--- src/verilog/ifs_consts.svh ---
/*
 * Constants of the interrupt flag status block: register offsets,
 * bit positions of every flag, implemented masks, bus codes.
 * Assumes inclusion by bare name from the block's design files.
 */
`ifndef IFS_CONSTS_SVH
`define IFS_CONSTS_SVH

`define IFS_ADDR_W        8
`define IFS_DATA_W        32
`define IFS_FLAG_W        16
`define IFS_OFS_GROUP3    8'h00
`define IFS_OFS_GROUP4    8'h04
`define IFS_IMPL_GROUP3   16'hbfff
`define IFS_IMPL_GROUP4   16'h00f7
`define IFS_FLAG_RST      1'b0
`define IFS_WORD_RST      16'h0000
`define IFS_RESP_OKAY     2'b00
`define IFS_RESP_DECERR   2'b11

`define IFS_POS_PWM_FAULT_A_FLAG       15
`define IFS_POS_DMA_CH5_DONE_FLAG      13
`define IFS_POS_AUDIO_IF_EVENT_FLAG    12
`define IFS_POS_AUDIO_IF_ERROR_FLAG    11
`define IFS_POS_ENCODER_EVENT_FLAG     10
`define IFS_POS_PWM_ERROR_FLAG         9
`define IFS_POS_CAN_B_EVENT_FLAG       8
`define IFS_POS_CAN_B_RX_READY_FLAG    7
`define IFS_POS_EXT_IRQ4_FLAG          6
`define IFS_POS_EXT_IRQ3_FLAG          5
`define IFS_POS_TIMER_NINE_FLAG        4
`define IFS_POS_TIMER_EIGHT_FLAG       3
`define IFS_POS_I2C_B_MASTER_FLAG      2
`define IFS_POS_I2C_B_SLAVE_FLAG       1
`define IFS_POS_TIMER_SEVEN_FLAG       0

`define IFS_POS_CAN_B_TX_REQUEST_FLAG  7
`define IFS_POS_CAN_A_TX_REQUEST_FLAG  6
`define IFS_POS_DMA_CH7_DONE_FLAG      5
`define IFS_POS_DMA_CH6_DONE_FLAG      4
`define IFS_POS_UART_B_ERROR_FLAG      2
`define IFS_POS_UART_A_ERROR_FLAG      1
`define IFS_POS_PWM_FAULT_B_FLAG       0

`endif

--- src/verilog/ifs_pkg.sv ---
/*
 * Types of the interrupt flag status block.
 * Assumes nothing beyond a SystemVerilog compiler.
 */
package ifs_pkg;

	typedef enum logic [1:0] {
		IFS_SEL_GROUP3 = 2'b00,
		IFS_SEL_GROUP4 = 2'b01,
		IFS_SEL_NONE   = 2'b10
	} ifs_sel_e;

	typedef logic [15:0] ifs_flags_t;

endpackage : ifs_pkg

--- src/verilog/ifs_top.sv ---
/*
 * Interrupt flag status registers, groups three and four, behind an
 * AXI4-Lite slave. Assumes request lines come from logic on clk and
 * stay high for at least one cycle per event.
 */
//
// Overview of operation
// flag reads one after request, else zero
// all flags clear on power-on reset
// software may read, clear or force flags
// unimplemented bits read zero, ignore writes
// group3 bit15 pwm fault a, bit14 unused
// group3 bit13 dma channel five done
// group3 bit12 audio interface event
// group3 bit11 audio interface error
// group3 bit10 encoder event
// group3 bit9 pwm error
// group3 bit8 can b event, bit7 rx
// group3 bit6 ext irq4, bit5 irq3
// group3 bits 4,3,0 timers nine, eight, seven
// group3 bit2 i2c b master, bit1 slave
// group4 bits 7,6 can b, a tx
// group4 bits 5,4 dma seven, six done
// group4 bit3 unimplemented, reads zero
// group4 bits 2,1 uart b, a error
// group4 bit0 pwm fault b
// set sticky until written zero; set wins
// handler clears its flag before returning
//
`timescale 1ns/10ps
`include "ifs_consts.svh"

module ifs_top
	import ifs_pkg::*;
(
	input  wire logic                     clk,
	input  wire logic                     rst,
	// peripheral request lines
	input  wire logic                     pwm_fault_a_req,
	input  wire logic                     dma_ch5_done_req,
	input  wire logic                     audio_if_event_req,
	input  wire logic                     audio_if_error_req,
	input  wire logic                     encoder_event_req,
	input  wire logic                     pwm_error_req,
	input  wire logic                     can_b_event_req,
	input  wire logic                     can_b_rx_ready_req,
	input  wire logic                     ext_irq4_req,
	input  wire logic                     ext_irq3_req,
	input  wire logic                     timer_nine_req,
	input  wire logic                     timer_eight_req,
	input  wire logic                     timer_seven_req,
	input  wire logic                     i2c_b_master_req,
	input  wire logic                     i2c_b_slave_req,
	input  wire logic                     can_b_tx_request_req,
	input  wire logic                     can_a_tx_request_req,
	input  wire logic                     dma_ch7_done_req,
	input  wire logic                     dma_ch6_done_req,
	input  wire logic                     uart_b_error_req,
	input  wire logic                     uart_a_error_req,
	input  wire logic                     pwm_fault_b_req,
	// flag state toward the cpu interrupt logic
	output ifs_flags_t                    irq_flags_group3,
	output ifs_flags_t                    irq_flags_group4,
	// axi4-lite slave
	input  wire logic [`IFS_ADDR_W-1:0]   s_axi_awaddr,
	input  wire logic                     s_axi_awvalid,
	output logic                          s_axi_awready,
	input  wire logic [`IFS_DATA_W-1:0]   s_axi_wdata,
	input  wire logic [3:0]               s_axi_wstrb,
	input  wire logic                     s_axi_wvalid,
	output logic                          s_axi_wready,
	output logic [1:0]                    s_axi_bresp,
	output logic                          s_axi_bvalid,
	input  wire logic                     s_axi_bready,
	input  wire logic [`IFS_ADDR_W-1:0]   s_axi_araddr,
	input  wire logic                     s_axi_arvalid,
	output logic                          s_axi_arready,
	output logic [`IFS_DATA_W-1:0]        s_axi_rdata,
	output logic [1:0]                    s_axi_rresp,
	output logic                          s_axi_rvalid,
	input  wire logic                     s_axi_rready
);

	ifs_flags_t                 set3;
	ifs_flags_t                 set4;
	ifs_flags_t                 wr_mask;
	logic                       aw_got_r;
	logic                       w_got_r;
	logic [`IFS_ADDR_W-1:0]     awaddr_r;
	logic [`IFS_DATA_W-1:0]     wdata_r;
	logic [3:0]                 wstrb_r;
	logic                       wr_fire;
	logic                       wr3;
	logic                       wr4;
	logic                       aw_hs;
	logic                       w_hs;
	logic                       ar_hs;
	ifs_sel_e                   wr_sel;
	ifs_sel_e                   rd_sel;

	// address decode shared by both channels
	function automatic ifs_sel_e ifs_decode(
		input logic [`IFS_ADDR_W-1:0] a
	);
		case (a)
			`IFS_OFS_GROUP3: ifs_decode = IFS_SEL_GROUP3;
			`IFS_OFS_GROUP4: ifs_decode = IFS_SEL_GROUP4;
			default:         ifs_decode = IFS_SEL_NONE;
		endcase
	endfunction : ifs_decode

	// request lines onto their flag positions
	always_comb begin
		set3 = `IFS_WORD_RST;
		set4 = `IFS_WORD_RST;
		set3[`IFS_POS_PWM_FAULT_A_FLAG]    = pwm_fault_a_req;
		set3[`IFS_POS_DMA_CH5_DONE_FLAG]   = dma_ch5_done_req;
		set3[`IFS_POS_AUDIO_IF_EVENT_FLAG] = audio_if_event_req;
		set3[`IFS_POS_AUDIO_IF_ERROR_FLAG] = audio_if_error_req;
		set3[`IFS_POS_ENCODER_EVENT_FLAG]  = encoder_event_req;
		set3[`IFS_POS_PWM_ERROR_FLAG]      = pwm_error_req;
		set3[`IFS_POS_CAN_B_EVENT_FLAG]    = can_b_event_req;
		set3[`IFS_POS_CAN_B_RX_READY_FLAG] = can_b_rx_ready_req;
		set3[`IFS_POS_EXT_IRQ4_FLAG]       = ext_irq4_req;
		set3[`IFS_POS_EXT_IRQ3_FLAG]       = ext_irq3_req;
		set3[`IFS_POS_TIMER_NINE_FLAG]     = timer_nine_req;
		set3[`IFS_POS_TIMER_EIGHT_FLAG]    = timer_eight_req;
		set3[`IFS_POS_TIMER_SEVEN_FLAG]    = timer_seven_req;
		set3[`IFS_POS_I2C_B_MASTER_FLAG]   = i2c_b_master_req;
		set3[`IFS_POS_I2C_B_SLAVE_FLAG]    = i2c_b_slave_req;
		set4[`IFS_POS_CAN_B_TX_REQUEST_FLAG] = can_b_tx_request_req;
		set4[`IFS_POS_CAN_A_TX_REQUEST_FLAG] = can_a_tx_request_req;
		set4[`IFS_POS_DMA_CH7_DONE_FLAG]   = dma_ch7_done_req;
		set4[`IFS_POS_DMA_CH6_DONE_FLAG]   = dma_ch6_done_req;
		set4[`IFS_POS_UART_B_ERROR_FLAG]   = uart_b_error_req;
		set4[`IFS_POS_UART_A_ERROR_FLAG]   = uart_a_error_req;
		set4[`IFS_POS_PWM_FAULT_B_FLAG]    = pwm_fault_b_req;
	end

	assign aw_hs   = s_axi_awvalid && s_axi_awready;
	assign w_hs    = s_axi_wvalid && s_axi_wready;
	assign ar_hs   = s_axi_arvalid && s_axi_arready;
	// write acts once both halves are held and no response is owed
	assign wr_fire = aw_got_r && w_got_r && !s_axi_bvalid;
	assign wr_sel  = ifs_decode(awaddr_r);
	assign rd_sel  = ifs_decode(s_axi_araddr);
	assign wr3     = wr_fire && (wr_sel == IFS_SEL_GROUP3);
	assign wr4     = wr_fire && (wr_sel == IFS_SEL_GROUP4);
	// only the two low byte lanes carry flag bits
	assign wr_mask = {{8{wstrb_r[1]}}, {8{wstrb_r[0]}}};

	ifs_flag_reg #(
		.W         (`IFS_FLAG_W),
		.IMPL_MASK (`IFS_IMPL_GROUP3)
	) u_group3 (
		.clk     (clk),
		.rst     (rst),
		.set_req (set3),
		.wr_en   (wr3),
		.wr_mask (wr_mask),
		.wr_data (wdata_r[`IFS_FLAG_W-1:0]),
		.flags   (irq_flags_group3)
	);

	ifs_flag_reg #(
		.W         (`IFS_FLAG_W),
		.IMPL_MASK (`IFS_IMPL_GROUP4)
	) u_group4 (
		.clk     (clk),
		.rst     (rst),
		.set_req (set4),
		.wr_en   (wr4),
		.wr_mask (wr_mask),
		.wr_data (wdata_r[`IFS_FLAG_W-1:0]),
		.flags   (irq_flags_group4)
	);

	// write address channel
	always_ff @(posedge clk or posedge rst) begin
		if (rst) begin
			s_axi_awready <= 1'b0;
			aw_got_r      <= 1'b0;
			awaddr_r      <= '0;
		end else if (aw_hs) begin
			s_axi_awready <= 1'b0;
			aw_got_r      <= 1'b1;
			awaddr_r      <= s_axi_awaddr;
		end else if (wr_fire) begin
			aw_got_r      <= 1'b0;
		end else if (!aw_got_r && !s_axi_bvalid) begin
			s_axi_awready <= 1'b1;
		end
	end

	// write data channel
	always_ff @(posedge clk or posedge rst) begin
		if (rst) begin
			s_axi_wready <= 1'b0;
			w_got_r      <= 1'b0;
			wdata_r      <= '0;
			wstrb_r      <= '0;
		end else if (w_hs) begin
			s_axi_wready <= 1'b0;
			w_got_r      <= 1'b1;
			wdata_r      <= s_axi_wdata;
			wstrb_r      <= s_axi_wstrb;
		end else if (wr_fire) begin
			w_got_r      <= 1'b0;
		end else if (!w_got_r && !s_axi_bvalid) begin
			s_axi_wready <= 1'b1;
		end
	end

	// write response; unmapped writes are dropped and flagged
	always_ff @(posedge clk or posedge rst) begin
		if (rst) begin
			s_axi_bvalid <= 1'b0;
			s_axi_bresp  <= `IFS_RESP_OKAY;
		end else if (wr_fire) begin
			s_axi_bvalid <= 1'b1;
			s_axi_bresp  <= (wr_sel == IFS_SEL_NONE) ?
				`IFS_RESP_DECERR : `IFS_RESP_OKAY;
		end else if (s_axi_bready) begin
			s_axi_bvalid <= 1'b0;
		end
	end

	// read channel; data snapshot taken at the address handshake
	always_ff @(posedge clk or posedge rst) begin
		if (rst) begin
			s_axi_arready <= 1'b0;
			s_axi_rvalid  <= 1'b0;
			s_axi_rdata   <= '0;
			s_axi_rresp   <= `IFS_RESP_OKAY;
		end else if (ar_hs) begin
			s_axi_arready <= 1'b0;
			s_axi_rvalid  <= 1'b1;
			s_axi_rresp   <= `IFS_RESP_OKAY;
			case (rd_sel)
				IFS_SEL_GROUP3: begin
					s_axi_rdata <= {16'h0000, irq_flags_group3};
				end
				IFS_SEL_GROUP4: begin
					s_axi_rdata <= {16'h0000, irq_flags_group4};
				end
				default: begin
					s_axi_rdata <= '0;
					s_axi_rresp <= `IFS_RESP_DECERR;
				end
			endcase
		end else if (s_axi_rvalid && s_axi_rready) begin
			s_axi_rvalid  <= 1'b0;
		end else if (!s_axi_rvalid) begin
			s_axi_arready <= 1'b1;
		end
	end

	chk_reset_clear: assert property (
		@(posedge clk) disable iff (rst)
		$fell(rst) |-> irq_flags_group3 == `IFS_WORD_RST &&
			irq_flags_group4 == `IFS_WORD_RST)
		else $error("flags not clear after reset");

	chk_unused_bits: assert property (
		@(posedge clk) disable iff (rst)
		irq_flags_group3[14] == 1'b0 && irq_flags_group4[3] == 1'b0 &&
			irq_flags_group4[15:8] == 8'h00)
		else $error("unimplemented bit reads one");

	chk_set_wins: assert property (
		@(posedge clk) disable iff (rst)
		1'b1 |=> ((irq_flags_group3 & $past(set3)) == $past(set3)) &&
			((irq_flags_group4 & $past(set4)) == $past(set4)))
		else $error("request lost, flag not set");

	chk_fault_a_bit: assert property (
		@(posedge clk) disable iff (rst)
		pwm_fault_a_req |=> irq_flags_group3[15])
		else $error("fault a flag not at bit 15");

	chk_dma5_bit: assert property (
		@(posedge clk) disable iff (rst)
		dma_ch5_done_req |=> irq_flags_group3[13])
		else $error("dma5 flag not at bit 13");

	chk_timer7_bit: assert property (
		@(posedge clk) disable iff (rst)
		timer_seven_req |=> irq_flags_group3[0])
		else $error("timer seven flag not at bit 0");

	chk_fault_b_bit: assert property (
		@(posedge clk) disable iff (rst)
		pwm_fault_b_req |=> irq_flags_group4[0])
		else $error("fault b flag not at bit 0");

	chk_can_tx_bits: assert property (
		@(posedge clk) disable iff (rst)
		can_b_tx_request_req || can_a_tx_request_req |=>
			(irq_flags_group4[7:6] & $past({can_b_tx_request_req,
			can_a_tx_request_req})) == $past({can_b_tx_request_req,
			can_a_tx_request_req}))
		else $error("can tx flags misplaced");

	chk_ext_irq_bits: assert property (
		@(posedge clk) disable iff (rst)
		ext_irq4_req || ext_irq3_req |=>
			(irq_flags_group3[6:5] & $past({ext_irq4_req, ext_irq3_req}))
			== $past({ext_irq4_req, ext_irq3_req}))
		else $error("external irq flags misplaced");

	chk_dma67_bits: assert property (
		@(posedge clk) disable iff (rst)
		dma_ch7_done_req || dma_ch6_done_req |=>
			(irq_flags_group4[5:4] & $past({dma_ch7_done_req,
			dma_ch6_done_req})) == $past({dma_ch7_done_req,
			dma_ch6_done_req}))
		else $error("dma six or seven flag misplaced");

	chk_uart_err_bits: assert property (
		@(posedge clk) disable iff (rst)
		uart_b_error_req || uart_a_error_req |=>
			(irq_flags_group4[2:1] & $past({uart_b_error_req,
			uart_a_error_req})) == $past({uart_b_error_req,
			uart_a_error_req}))
		else $error("uart error flags misplaced");

	chk_write_clear: assert property (
		@(posedge clk) disable iff (rst)
		wr3 && set3 == `IFS_WORD_RST && wr_mask[7:0] == 8'hff &&
			wdata_r[7:0] == 8'h00
			|=> irq_flags_group3[7:0] == 8'h00)
		else $error("software clear of group3 not taken");

	// a second write must wait until the owed response is gone
	chk_aw_blocked: assert property (
		@(posedge clk) disable iff (rst)
		s_axi_bvalid |-> !s_axi_awready && !s_axi_wready)
		else $error("write channel open while response owed");

	chk_write_resp: assert property (
		@(posedge clk) disable iff (rst)
		aw_hs && w_hs |=> wr_fire ##1 s_axi_bvalid)
		else $error("write response not two cycles after handshake");

	chk_read_data: assert property (
		@(posedge clk) disable iff (rst)
		ar_hs && rd_sel == IFS_SEL_GROUP4 |=> s_axi_rvalid &&
			s_axi_rdata == {16'h0000, $past(irq_flags_group4)})
		else $error("group4 read data wrong");

	chk_unmapped_rd: assert property (
		@(posedge clk) disable iff (rst)
		ar_hs && rd_sel == IFS_SEL_NONE |=>
			s_axi_rresp == `IFS_RESP_DECERR && s_axi_rdata == '0)
		else $error("unmapped read not refused");

	chk_rvalid_hold: assert property (
		@(posedge clk) disable iff (rst)
		s_axi_rvalid && !s_axi_rready |=> s_axi_rvalid &&
			$stable(s_axi_rdata))
		else $error("read data dropped before rready");

endmodule : ifs_top

--- src/verilog/ifs_flag_reg.sv ---
/*
 * One 16-bit sticky interrupt flag register.
 * Assumes set requests and write strobes come from logic on clk.
 */
`timescale 1ns/10ps
`include "ifs_consts.svh"

module ifs_flag_reg #(
	parameter int                W         = `IFS_FLAG_W,
	parameter logic [W-1:0]      IMPL_MASK = {W{1'b1}}
) (
	input  wire logic            clk,
	input  wire logic            rst,
	input  wire logic [W-1:0]    set_req,
	input  wire logic            wr_en,
	input  wire logic [W-1:0]    wr_mask,
	input  wire logic [W-1:0]    wr_data,
	output logic      [W-1:0]    flags
);

	for (genvar i = 0; i < W; i++) begin : g_bit
		if (IMPL_MASK[i]) begin : g_impl
			// set beats a same-cycle write so no event is lost
			always_ff @(posedge clk or posedge rst) begin
				if (rst) begin
					flags[i] <= `IFS_FLAG_RST;
				end else if (set_req[i]) begin
					flags[i] <= 1'b1;
				end else if (wr_en && wr_mask[i]) begin
					flags[i] <= wr_data[i];
				end
			end
		end else begin : g_unimpl
			assign flags[i] = `IFS_FLAG_RST;
		end
	end

	chk_unimpl_zero: assert property (
		@(posedge clk) disable iff (rst)
		(flags & ~IMPL_MASK) == '0)
		else $error("unimplemented flag bit reads one");

	chk_flag_hold: assert property (
		@(posedge clk) disable iff (rst)
		!wr_en |=> (flags & $past(flags)) == $past(flags))
		else $error("flag dropped without a clearing write");

endmodule : ifs_flag_reg

--- config.mk ---
export PLATFORM = sky130hd
export DESIGN_NAME = ifs_top
export DESIGN_NICKNAME = d
export VERILOG_FILES = /design/src/verilog/ifs_pkg.sv /design/src/verilog/ifs_top.sv /design/src/verilog/ifs_flag_reg.sv
export VERILOG_INCLUDE_DIRS = /design/src /design/src/verilog
export SDC_FILE = /design/constraint.sdc
export NUM_CORES = 1
export LEC_CHECK = 0
export BUFFER_PORTS_ARGS = -buffer_cell sky130_fd_sc_hd__buf_2
export CAP_MARGIN = 20
export CORE_UTILIZATION = 25
export CTS_BUF_LIST = sky130_fd_sc_hd__clkbuf_2 sky130_fd_sc_hd__clkbuf_4 sky130_fd_sc_hd__clkbuf_8
export CTS_CLUSTER_DIAMETER = 120
export DETAILED_ROUTE_END_ITERATION = 7
export HOLD_SLACK_MARGIN = 0.08
export SLEW_MARGIN = 15
export SYNTH_ARGS = -nofsm -noshare
export SYNTH_HDL_FRONTEND = slang
export SYNTH_SLANG_ARGS = --single-unit
export TNS_END_PERCENT = 100
--- constraint.sdc ---
create_clock -name clk -period 2.3 [get_ports clk]
set_clock_uncertainty 0.1 [all_clocks]
set_input_delay 0.115 -clock clk [delete_from_list [all_inputs] [get_ports clk]]
set_output_delay 0.115 -clock clk [all_outputs]
set_load 0.005 [all_outputs]
==> flow_summary_export.csv <==
group,metric,value,unit
status,outcome,"complete, no violations",
clock_network,cts.clk_slew.worst_paths,0.07,ns
drt,drcViolationCount,0,
power,power_frac_clock,27.4,%
cells_and_area,stdcell_area,4500,um^2
global_routing,grt_max_degree,72,
floorplan,die_h,114,um
timing,setup_tns,0,ns
job,cap_viol_max_count,0,
floorplan,ios,154,
setup_path,critPathLaunchType,"register",
power,power_density,791,nW/um^2
cells_and_area,nFillCells,1233,
yosys,netlist_area,3140,um^2
yosys,syn-mean-instance-area,11.9,um^2
floorplan,die_area,13000,um^2
floorplan,coreArea,12100,um^2
floorplan,core.rowCount,40,
floorplan,initial_core_util,26.0,%
placement,hpwlAfterDp,5110,um
timing,finalHoldViolations,0,
drt,drt_iter0_markers,54,
yosys,ys_top_cells_by_area,"dfrtp_1 (57%), mux2i_1 (9.2%), mux2_2 (9.0%), buf_4 (6.9%), nor2_1 (5.6%)",
cells_and_area,regArea,1780,um^2
setup_path,crit_slowest_cell,"or4_4",
clock_network,cts_buffers,9,
drt,num_vias,2450,
power,ir_drop,0.404,mV
clock_network,root_buffer,"clkbuf_8",
drt,ant_nets,0,
timing,setup_viol,0,
cells_and_area,drive_above_1_share,37.1,%
power,p_leak,2.04,nW
global_routing,antenna_found_initial,0,
placement,gp_congestion,0.721,
drt,wl,7570,um
yosys,yosys_warnings,0,
drt,drtPass1Iterations,4,
setup_path,cp.arrival,2.09,ns
clock_network,cts_sinks,71,
timing,max_freq,517,MHz
drt,avgRoutedWirePerCell,12.6,um
drt,vias_per_cell,4.07,
setup_path,crit_required,2.46,ns
power,intPower,0.00252,W
clock_network,ctsHoldBuffers,50,
setup_path,path_cells,"or4_4, nor4_4, buf_4, mux2i_1",
timing,timing.hold.ws,0.131,ns
worst_hold_path,min_path_type,"primary input to register",
setup_path,worstSetupPathType,"register to register",
cells_and_area,nNetsFinal,510,
power,comb_power_share,23.7,%
clock_network,post_cts.repair.setup_buffers,0,
clock_network,clk_latency,0.35,ns
clock_network,cts_resized,0,
clock_network,cts_tree,"done",
timing,slew_violations,0,
setup_path,cp_max_fo,7,
cells_and_area,multi_input_area,1190,um^2
yosys,ys_ff_latch,71,
yosys,yosysTopAreaCell,"dfrtp_1",
power,pwr-share-seq,48.8,%
placement,portBuffers,107,
timing,rsz0062_at_grt,"no",
cells_and_area,n_antenna_cell,0,
yosys,ys_types,23,
power,power_switching,0.00104,W
placement,dpl-instance-area,3800,um^2
floorplan,die_width,114,um
cells_and_area,instances_no_fill,602,
timing,period_minus_slack,1.94,ns
clock_network,htree_levels,3,
yosys,synthCells,264,
global_routing,grt_util_all_layers,12.8,%
clock_network,clk_path_buf_depth,2,
global_routing,grt-ovfl-total,0,
cells_and_area,syn2layout_area_growth,43.1,%
yosys,yosysSeqAreaShare,56.5,%
timing,finalCritPeriodShare,84.1,%
global_routing,grt_pass1_wl,12300,um
yosys,synth.top_cell.area_share,56.5,%
setup_path,end_kind,"register",
placement,dpl.cell_count,536,
setup_path,cp_slowest_stage_delay,0.60,ns
power,switching_share,29.2,%
global_routing,grt_pass1_vias,2525,
[power by group through the flow]
stage	sequential (W)	clock [W]	combinational, W
after floorplan	0.00171	0	0.000619
after global placement	0.00174	0	0.000768
after detailed placement	0.00176	0	0.000793
after CTS	0.00174	0.00103	0.000859
after global routing	0.00177	0.00108	0.000943
final	0.00174	0.000977	0.000845
[routing by layer]
metal,routed length [um],global-route usage [%],vias to the layer above,part of all wire (%)
met4,154,6.23,0,2.0
met2,3750,21.7,87,49
met5,0,0,-,0
li1,-,-,1176,-
met3,400,3.76,14,5.3
met1,3270,14.6,1173,43
[metrics by stage]
step / power (W) / utilization, % / setup slack, ns
final: 0.00356 / 37.2 / 0.365
after global routing: 0.00379 / 37.2 / 0.210
after CTS: 0.00363 / 37.2 / 0.332
after detailed placement: 0.00255 / 31.4 / 0.371
after global placement: 0.00251 / 31.4 / 0.415
after floorplan: 0.00233 / - / 0.288
[critical path: cells and delay by family (launching register included)]
kind	cells	cell delay (ns)
and+or+nand+nor	2	0.87
DFF	1	0.38
buffers and inverters	1	0.25
muxes	1	0.24
[synthesized netlist by cell type]
cell type / n
nand2b_1: 2
or4_4: 1
conb_1: 1
or3_1: 3
nor4_2: 1
o21ai_0: 4
clkbuf_1: 5
buf_1: 1
or4_1: 1
nand3b_1: 1
a22o_1: 8
buf_6: 1
dfrtp_1: 71
inv_1: 5
buf_4: 29
nor2_1: 47
o21ai_1: 7
mux2_2: 25
a21boi_0: 1
mux2i_1: 29
nand2_1: 15
o21a_1: 3
nor4_4: 3
[layout by cell type (no fill, tap or decap)]
master         Yosys  layout
dlygate4sd3_1      0      50
buf_2              0     107
clkbuf_4           0       1
or4_4              1       1
or3_1              3       3
clkbuf_8           0      13
inv_1              5       4
o21ai_1            7       7
inv_2              0       1
o21ai_0            4       4
dfrtp_1           71      71
buf_4             29       6
mux2_2            25      25
conb_1             1      27
nor4_4             3       3
nand2b_1           2       2
o21a_1             3       3
nand2_1           15      15
nor2_1            47      47
nor4_2             1       1
a21boi_0           1       1
nand3b_1           1       1
a22o_1             8       8
clkinv_2           0       1
mux2i_1           29      29
or4_1              1       1
buf_12             0       1
clkinvlp_4         0       1
[cells by family (layout without fill, tap and decap cells)]
logic type,count (synthesis),after routing,synth area share (%)
multiplexers,54,54,18.2
other,1,27,0.119
buffers and inverters,41,185,8.60
flip-flops,71,71,56.5
AND/OR/NAND/NOR,74,74,11.7
AO/OA/AOI/OAI,23,23,4.93
[sequential cells by signal, indices dropped and copies added, names as in the netlist, 2 cells and up]
register	count
u_group4.flags	7
awaddr_r	8
wdata_r	15
wstrb_r	2
u_group3.flags	15
s_axi_rdata	15
[final timing paths]
path,end,startpoint,slack [ns],cells past startpoint
worst max-delay path,u_group4.flags[7],awaddr_r[6],0.36,4
worst min-delay path,w_got_r,s_axi_wvalid,0.13,4
worst max register to register,u_group4.flags[7],awaddr_r[6],0.36,4
worst min register to register,s_axi_rdata[6],s_axi_rdata[6],0.39,2
max in group asynchronous,awaddr_r[3],rst,1.48,4
min in group asynchronous,s_axi_bvalid,rst,0.26,4
[area by class of cell]
| cell class | instances | share of cell area, % |
|---|---|---|
| flip-flops and latches | 71 | 39.5 |
| multi-input cells | 178 | 26.5 |
| repair buffers | 164 | 24.5 |
| well taps | 168 | 4.67 |
| clock buffers | 14 | 4.14 |
| inverters | 5 | 0.417 |
| clock inverters | 2 | 0.278 |
No activity file was read; power rests on OpenSTA's default activity.
